`src/rtl/osm_map.svh`:
```
// constants of the operating mode state machine
// assumes inclusion by the design files only
`ifndef OSM_MAP_SVH
`define OSM_MAP_SVH
`define OSM_MODE_NORMAL 3'h0
`define OSM_MODE_SLEEP 3'h1
`define OSM_MODE_STOP 3'h2
`define OSM_MODE_RESET 3'h3
`define OSM_FRAME_BITS 16
`define OSM_RD_FIRST_NS 10000000
`define OSM_RD_SECOND_NS 1000000
`define OSM_CLK_NS 100
`define OSM_SYNC_STAGES 2
`endif

```
`src/rtl/osm_pkg.sv`:
```
// types of the operating mode state machine
// assumes nothing of its surroundings
package osm_pkg;
	typedef enum logic [2:0] {
		OSM_INIT,
		OSM_NORMAL,
		OSM_STOP,
		OSM_SLEEP,
		OSM_RESTART,
		OSM_FAILSAFE
	} osm_state_e;
	typedef logic [2:0] osm_mode_t;
endpackage

```
`src/rtl/osm_sync.sv`:
```
// two-flop synchroniser for a bus of pin levels
// assumes inputs asynchronous to clk
`timescale 1ns/100ps
`default_nettype none
module osm_sync #(
	parameter int W = 1
) (
	input wire logic clk,
	input wire logic resetn,
	input wire logic [W-1:0] async_in,
	output logic [W-1:0] sync_out
);
	logic [W-1:0] meta_q;

	always_ff @(posedge clk) begin
		if (!resetn) begin
			meta_q <= '0;
			sync_out <= '0;
		end else begin
			meta_q <= async_in;
			sync_out <= meta_q;
		end
	end
endmodule
`default_nettype wire

```
`src/rtl/osm_top.sv`:
```
// operating mode state machine of a system basis chip
// assumes mode requests from an spi decoder on clk, events from pins
`timescale 1ns/100ps
`default_nettype none
`include "osm_map.svh"
module osm_top #(
	parameter int RD_FIRST_CYC = `OSM_RD_FIRST_NS / `OSM_CLK_NS,
	parameter int RD_SECOND_CYC = `OSM_RD_SECOND_NS / `OSM_CLK_NS
) (
	input wire logic clk,
	input wire logic resetn,
	input wire logic mode_wr,
	input wire logic [2:0] mode_wdata,
	input wire logic soft_reset,
	input wire logic rd_sel_second,
	input wire logic wd_fail,
	input wire logic crit_fail,
	input wire logic main_regulator_output_uv,
	input wire logic overtemp,
	input wire logic can_wake,
	input wire logic high_voltage_wake_input,
	input wire logic gpio_wake,
	input wire logic test_pin,
	input wire logic cfg_pin,
	output osm_pkg::osm_state_e state,
	output logic [2:0] mode_field,
	output logic main_regulator_output,
	output logic secondary_regulator_output,
	output logic host_reset_output_n,
	output logic dev_mode,
	output logic wd_halt,
	output logic wd_long_window,
	output logic can_force_normal,
	output logic cfg_failsafe
);
	import osm_pkg::*;

	////////////////////////////////////////////////////////////////////
	logic [4:0] pins_s;
	logic test_s, cfg_s, can_w, hv_w, gp_w;
	logic wake;
	logic [31:0] rd_cnt_q;
	logic wd_fail_seen_q;
	logic rst_rel_q;
	logic [1:0] sync_age_q;

	osm_sync #(.W(5)) u_sync (
		.clk(clk),
		.resetn(resetn),
		.async_in({test_pin, cfg_pin, can_wake, high_voltage_wake_input,
			gpio_wake}),
		.sync_out(pins_s)
	);
	assign {test_s, cfg_s, can_w, hv_w, gp_w} = pins_s;
	assign wake = can_w | hv_w | gp_w;

	function automatic logic [31:0] delay_of(input logic sel);
		delay_of = sel ? 32'(RD_SECOND_CYC) : 32'(RD_FIRST_CYC);
	endfunction

	////////////////////////////////////////////////////////////////////
	// watchdog failure: fail-safe config escalates, other config restarts
	logic to_failsafe, to_restart, mode_take;
	always_comb begin
		to_failsafe = crit_fail | (wd_fail & cfg_failsafe);
		to_restart = main_regulator_output_uv | (wd_fail & !cfg_failsafe);
		// illegal codes and writes outside spi-reachable modes are dropped
		mode_take = mode_wr && !to_failsafe && !to_restart &&
			mode_wdata <= `OSM_MODE_RESET &&
			state inside {OSM_INIT, OSM_NORMAL, OSM_STOP};
	end

	always_ff @(posedge clk) begin
		if (!resetn || soft_reset) begin
			state <= OSM_INIT;
		end else begin
			unique case (state)
			OSM_INIT, OSM_NORMAL, OSM_STOP: begin
				if (to_failsafe)
					state <= OSM_FAILSAFE;
				else if (to_restart)
					state <= OSM_RESTART;
				else if (mode_wr) begin
					// only these modes are spi reachable
					unique case (mode_wdata)
					`OSM_MODE_NORMAL: state <= OSM_NORMAL;
					`OSM_MODE_STOP: state <= OSM_STOP;
					`OSM_MODE_SLEEP: state <= OSM_SLEEP;
					`OSM_MODE_RESET: state <= OSM_RESTART;
					default: state <= state;
					endcase
				end
			end
			OSM_SLEEP: begin
				if (crit_fail)
					state <= OSM_FAILSAFE;
				else if (wake)
					state <= OSM_RESTART;
			end
			OSM_RESTART: begin
				if (to_failsafe)
					state <= OSM_FAILSAFE;
				else if (!to_restart && rd_cnt_q == 32'h0)
					state <= OSM_NORMAL;
			end
			OSM_FAILSAFE: begin
				if (wake || !overtemp)
					state <= OSM_RESTART;
			end
			endcase
		end
	end

	// delay counter reloads while a fault still holds the reset
	always_ff @(posedge clk) begin
		if (!resetn) begin
			rd_cnt_q <= 32'h0;
		end else if (state != OSM_RESTART || to_restart) begin
			rd_cnt_q <= delay_of(rd_sel_second) - 32'h1;
		end else if (rd_cnt_q != 32'h0) begin
			rd_cnt_q <= rd_cnt_q - 32'h1;
		end
	end

	////////////////////////////////////////////////////////////////////
	// mode field cleared on restart so a read returns the live mode
	always_ff @(posedge clk) begin
		if (!resetn || state == OSM_RESTART) begin
			mode_field <= `OSM_MODE_NORMAL;
		end else if (mode_take) begin
			mode_field <= mode_wdata;
		end
	end

	// reset output low in restart, fail-safe and sleep, and while resetn is low
	always_ff @(posedge clk) begin
		if (!resetn) begin
			host_reset_output_n <= 1'b0;
			rst_rel_q <= 1'b0;
		end else begin
			host_reset_output_n <= !(state == OSM_RESTART ||
				state == OSM_FAILSAFE || state == OSM_SLEEP);
			rst_rel_q <= host_reset_output_n;
		end
	end

	// synchroniser shows real pin levels only two edges after reset release
	always_ff @(posedge clk) begin
		if (!resetn) begin
			sync_age_q <= 2'h0;
		end else if (sync_age_q != 2'h3) begin
			sync_age_q <= sync_age_q + 2'h1;
		end
	end

	// strap levels taken while in init, held afterwards
	always_ff @(posedge clk) begin
		if (!resetn) begin
			dev_mode <= 1'b0;
			cfg_failsafe <= 1'b1;
		end else if (state == OSM_INIT) begin
			dev_mode <= test_s;
			// retaken once flushed, else the strap would never count
			if (!host_reset_output_n || sync_age_q == 2'h2)
				cfg_failsafe <= !cfg_s;
		end
	end

	always_ff @(posedge clk) begin
		if (!resetn) begin
			main_regulator_output <= 1'b0;
			secondary_regulator_output <= 1'b0;
			can_force_normal <= 1'b0;
			wd_halt <= 1'b0;
		end else begin
			main_regulator_output <= !(state == OSM_SLEEP ||
				state == OSM_FAILSAFE);
			secondary_regulator_output <= dev_mode;
			can_force_normal <= dev_mode;
			wd_halt <= dev_mode;
		end
	end

	// long window from a release edge in init until first spi mode write or leaving init
	always_ff @(posedge clk) begin
		if (!resetn) begin
			wd_long_window <= 1'b0;
			wd_fail_seen_q <= 1'b0;
		end else begin
			wd_fail_seen_q <= wd_fail;
			if (host_reset_output_n && !rst_rel_q && state == OSM_INIT)
				wd_long_window <= 1'b1;
			else if (mode_wr || state != OSM_INIT)
				wd_long_window <= 1'b0;
		end
	end

	////////////////////////////////////////////////////////////////////
	chk_sleep_reg_off: assert property (@(posedge clk) disable iff (!resetn)
		state == OSM_SLEEP |=> !main_regulator_output)
		else $error("regulator on in sleep");
	chk_stop_reg_on: assert property (@(posedge clk) disable iff (!resetn)
		state == OSM_STOP |=> main_regulator_output)
		else $error("regulator off in stop");
	chk_fs_reg_off: assert property (@(posedge clk) disable iff (!resetn)
		state == OSM_FAILSAFE |=> !main_regulator_output)
		else $error("regulator on in fail-safe");
	chk_soft_init: assert property (@(posedge clk) disable iff (!resetn)
		soft_reset |=> state == OSM_INIT)
		else $error("soft reset missed init");
	chk_wake_restart: assert property (@(posedge clk)
		disable iff (!resetn || soft_reset)
		state == OSM_SLEEP && wake && !crit_fail |=> state == OSM_RESTART)
		else $error("wake did not restart");
	chk_fs_hold: assert property (@(posedge clk)
		disable iff (!resetn || soft_reset)
		state == OSM_FAILSAFE && !wake && overtemp |=> state == OSM_FAILSAFE)
		else $error("left fail-safe without cause");
	chk_restart_clr: assert property (@(posedge clk) disable iff (!resetn)
		state == OSM_RESTART |=> mode_field == `OSM_MODE_NORMAL)
		else $error("mode field not cleared");
	chk_dev_outs: assert property (@(posedge clk) disable iff (!resetn)
		dev_mode |=> wd_halt && can_force_normal
		&& secondary_regulator_output)
		else $error("development outputs wrong");
	chk_wd_cfg: assert property (@(posedge clk)
		disable iff (!resetn || soft_reset)
		state == OSM_NORMAL && wd_fail && !crit_fail
		|=> state == (cfg_failsafe ? OSM_FAILSAFE : OSM_RESTART))
		else $error("watchdog reaction wrong");
	chk_rd_exit: assert property (@(posedge clk)
		disable iff (!resetn || soft_reset)
		$fell(state == OSM_RESTART) |-> state inside {OSM_NORMAL, OSM_FAILSAFE})
		else $error("restart left to wrong mode");
	chk_bad_req: assert property (@(posedge clk)
		disable iff (!resetn || soft_reset)
		state == OSM_NORMAL && mode_wr && mode_wdata > `OSM_MODE_RESET
		&& !to_failsafe && !to_restart |=> state == OSM_NORMAL)
		else $error("illegal request acted on");

	cov_sleep: cover property (@(posedge clk) state == OSM_SLEEP);
	cov_rd_done: cover property (@(posedge clk)
		state == OSM_RESTART ##1 state == OSM_NORMAL);
	cov_fs_exit: cover property (@(posedge clk)
		state == OSM_FAILSAFE ##1 state == OSM_RESTART);
	cov_dev: cover property (@(posedge clk) dev_mode);
endmodule
`default_nettype wire
```
`config.mk`:
```
export PLATFORM = sky130hd
export DESIGN_NAME = osm_top
export DESIGN_NICKNAME = d
export VERILOG_FILES = /design/src/rtl/osm_pkg.sv /design/src/rtl/osm_sync.sv /design/src/rtl/osm_top.sv
export VERILOG_INCLUDE_DIRS = /design/src /design/src/rtl
export SDC_FILE = /design/constraint.sdc
export NUM_CORES = 1
export LEC_CHECK = 0
export BUFFER_PORTS_ARGS = -buffer_cell sky130_fd_sc_hd__clkbuf_2
export CORE_MARGIN = 2
export CORE_UTILIZATION = 35
export DETAILED_ROUTE_END_ITERATION = 8
export PLACE_DENSITY = 0.54
export SYNTH_ARGS = -nofsm -noshare
export SYNTH_HDL_FRONTEND = slang
export SYNTH_SLANG_ARGS = --single-unit
```
`constraint.sdc`:
```
create_clock -name clk -period 4.53 [get_ports clk]
set_input_delay 0.6795 -clock clk [delete_from_list [all_inputs] [get_ports clk]]
set_output_delay 0.6795 -clock clk [all_outputs]
set_load 0.02 [all_outputs]
```
==> results list <==
* Largest delay share family, worst path: simple AND/OR/NAND/NOR gates
- Clock latency of the later-clocked register in the worst-skew pair: 330 ps
- In the synthesized netlist, the number of instances is 306.
- Type of the setup path with the least slack: flop to flop
- Buffers inserted during clock tree synthesis total 9.
- The initial antenna violation count was 0.
* Wire length of the first global-routing pass: 9.998 mm
- Count of routing violations after the opening detailed-route iteration: between 70 and 80
* Element type at the critical path start: flop
* Delay of the slowest cell on the worst path: 580 ps
- Final-report hold violation count: 0
* Vias: 2309
- Max-slew violations: 0
* Highest fanout seen on the critical path: 20
- RD Place Congestion: about 0.83
- Post CTS Setup Buffer Count: 0
- Number of nets produced by synthesis: 326
- Global routing used 14.97% of the available tracks across all layers.
- The analysis attributes to cell leakage a power of 1.206 nW.
* Maximum number of pins on one net before global-route repair: 22
* Register area share after synthesis: 41.85%
- For this run, the number of Yosys warnings is 0.
- Capturing element type of the critical path: flop
- Clock skew on the completed layout was measured at 7.189 ps.
* Avg Cell Area, Syn: 8.910 µm²
- Largest area contributor in the synthesized netlist: sky130_fd_sc_hd__dfxtp_1
- The worst path needs roughly 2700 ps of the cycle, external delays included.
- The startpoint identified for the worst register-to-register timing path is state[2].
- The most common cell in the synthesized netlist is sky130_fd_sc_hd__dfxtp_1.
* Setup repair after global routing missed its margin: no
- The die is 92.26 µm wide.
- The cell area that synthesis handed to floorplanning was 2726 µm².
* Placeable Area: 7647 µm²
- DIE HEIGHT: 92.26 µm
- Clock Tree Root: sky130_fd_sc_hd__clkbuf_8
- The detail route stage leaves a number of antenna-violating nets equal to 0.
- Total negative slack: 0 ps
- Total congestion overflow: 0
- On the final layout, the worst hold slack is 429.2 ps.
- The path class of the tightest hold or removal check is flop to flop.
* Final HPWL from detailed placement: roughly 4.2 mm
- Flip-flop and latch count after synthesis: between 50 and 60
- Fmax: 366.9 MHz
- Signal arrival time at the worst endpoint: 2940 ps
- Distinct cell type count of the synthesized netlist: 56
- Worst Tran Pin Value: 905.1 ps
- Pwr Total: roughly 1.2 mW
* Setup-violating endpoint count in the final report: 0
* Crit path buf inv count: 1
* DRC violation count after routing: 0
* Result of the run: completed
- Standard cell with the maximum stage delay on the critical path: sky130_fd_sc_hd__dfxtp_1
- In this run the count of I/O pins placed on the die edge is 31.
- Share of cells above drive strength 1: 18.34%
* Htree depth: 3
* Number of instances in the placed design: 424
* Worst vdd ir: 0.1898 mV
- The initial utilization of the core area, before any placement, comes to 35.65%.
- Maximum capacitance violations: 0
- In this run the tool buffered the top-level ports with 30 buffer cells.
- Leading post-synthesis cells by cell area: sky130_fd_sc_hd__dfxtp_1, sky130_fd_sc_hd__a21oi_1, sky130_fd_sc_hd__nor2_1
* Layout net count: 353
- Area occupied by registers: 1141 µm²
* Wirelength per Cell: roughly 14 µm
* Total area of multi-input combinational cells: 1460 µm²
* Largest buffer count on any clock path: 2
- Clock transition at path regs: 70 ps
* Mean number of vias per cell: 5.248
- By count the netlist is led by sky130_fd_sc_hd__dfxtp_1, sky130_fd_sc_hd__nor2_1, sky130_fd_sc_hd__a21oi_1.
- Area grow syn2layout: 16.48%
- Proportion of synthesized flip-flops having asynchronous set or reset: 0%
- Critical path data required time: 4750 ps
- For this run, the leading register cell type out of synthesis is sky130_fd_sc_hd__dfxtp_1.
- The worst hold path begins at u_sync.meta_q[0].
- Number of clock sinks: 57
- The synthesized design devotes to its leading area cell type roughly two fifths of total area.
* Post-detailed-routing wire length: 5.962 mm
- Series of cell instances along the critical path: or3b_2, nor3_1, buf_4, nand2_1, or2_2, o41ai_1
- Of the available clock period, the critical path in the final layout requires 60.16%.
- The number of global-route vias before repair was 2074.
- The filler cells instantiated in the layout total 779.
- Power density cells: 389.6 nW/µm²
- The die covers ~8500 µm².
* Row count: 32
* Total of cells resized after clock tree synthesis: 0
- Relative slew slack: 39.10%
- 0 antenna diodes ended up in the layout.
- Fraction of the core area covered by cells at the end of the flow: 41.52%
* Number of buffers added to fix hold violations after cts: 0
- CTS tree: done
- In this run the worst setup path begins at state[2].
- EDFF count, synth: 0
- Once layout is complete, the cells apart from fillers number between 400 and 500.
- For this run, the detailed router's first-pass iteration total came to 4.
==> through the flow <==
stage / instance area (µm²) / worst slack (ps)
after global routing: 3176 / 1437
after CTS: 3176 / 1732
after global placement: 2932 / 1860
final: 3176 / 1805
after floorplan: 2726 / 2190
after detailed placement: 2932 / 1752
==> cell families (layout without fill, tap and decap cells) <==
| kind of cell | Yosys count | after routing | synth area share [%] |
|---|---|---|---|
| AO/OA/AOI/OAI | 77 | 77 | 19.51 |
| buffers and inverters | 26 | 58 | 4.589 |
| adder cells (fa/ha/maj) | 3 | 3 | 1.377 |
| XOR/XNOR | 11 | 11 | 3.534 |
| multiplexers | 8 | 8 | 3.029 |
| AND/OR/NAND/NOR | 124 | 124 | 26.11 |
| flip-flops | 57 | 57 | 41.85 |
==> cells in the final DEF (no fill, tap or decap), drive strengths merged, types with 3 or more instances in the layout <==
cell,instances
dfxtp,57
clkbuf,41
nor2,27
a21oi,22
nand2,17
or4,14
or3,11
o31ai,11
and2,11
inv,10
o21ai,9
nor4,9
xor2,7
nand3,6
and3,6
mux2i,6
nor3,5
a31oi,5
or2,4
a211oi,4
xnor2,4
o311ai,4
a2111oi,4
o2111ai,3
nand2b,3
ha,3
bufinv,3
==> area by class of cell <==
cell class / instances / share of cell area (%)
multi-input cells: 223 / 45.98
flip-flops and latches: 57 / 35.93
repair buffers: 32 / 5.201
clock buffers: 11 / 4.452
well taps: 102 / 4.019
clock inverters: 5 / 3.231
inverters: 10 / 1.182
==> worst paths after layout <==
check / endpoint / slack (ps) / cells past startpoint
max reg2reg: rd_cnt_q[28] / 1800 / 6
min reg2reg: u_sync.sync_out[0] / 430 / 1
max: rd_cnt_q[28] / 1800 / 6
min: u_sync.sync_out[0] / 430 / 1
==> power breakdown <==
part	total [mW]	switching [mW]	leakage, nW	internal, mW
clock network	0.582	0.203	0.120	0.380
logic	0.111	0.0651	0.619	0.0464
registers	0.543	0.0203	0.468	0.523
total	1.24	0.288	1.21	0.949
==> per-layer routing <==
layer	up-vias	wire length, µm	track usage, %
met4	0	87	6.343
met2	19	2680	22.61
li1	1204	-	-
met5	-	0	0
met1	1080	3041	20.07
met3	6	153	4.108
==> registers in the layout, indices dropped and copies added (netlist names) <==
| signal | flops |
|---|---|
| rd_cnt_q | 32 |
| u_sync.meta_q | 5 |
| u_sync.sync_out | 5 |
| mode_field | 3 |
| state | 3 |
| sync_age_q | 2 |
| can_force_normal | 1 |
| cfg_failsafe | 1 |
| dev_mode | 1 |
| host_reset_output_n | 1 |
| main_regulator_output | 1 |
| rst_rel_q | 1 |
| wd_long_window | 1 |
Power figures use the tool's default switching activity.
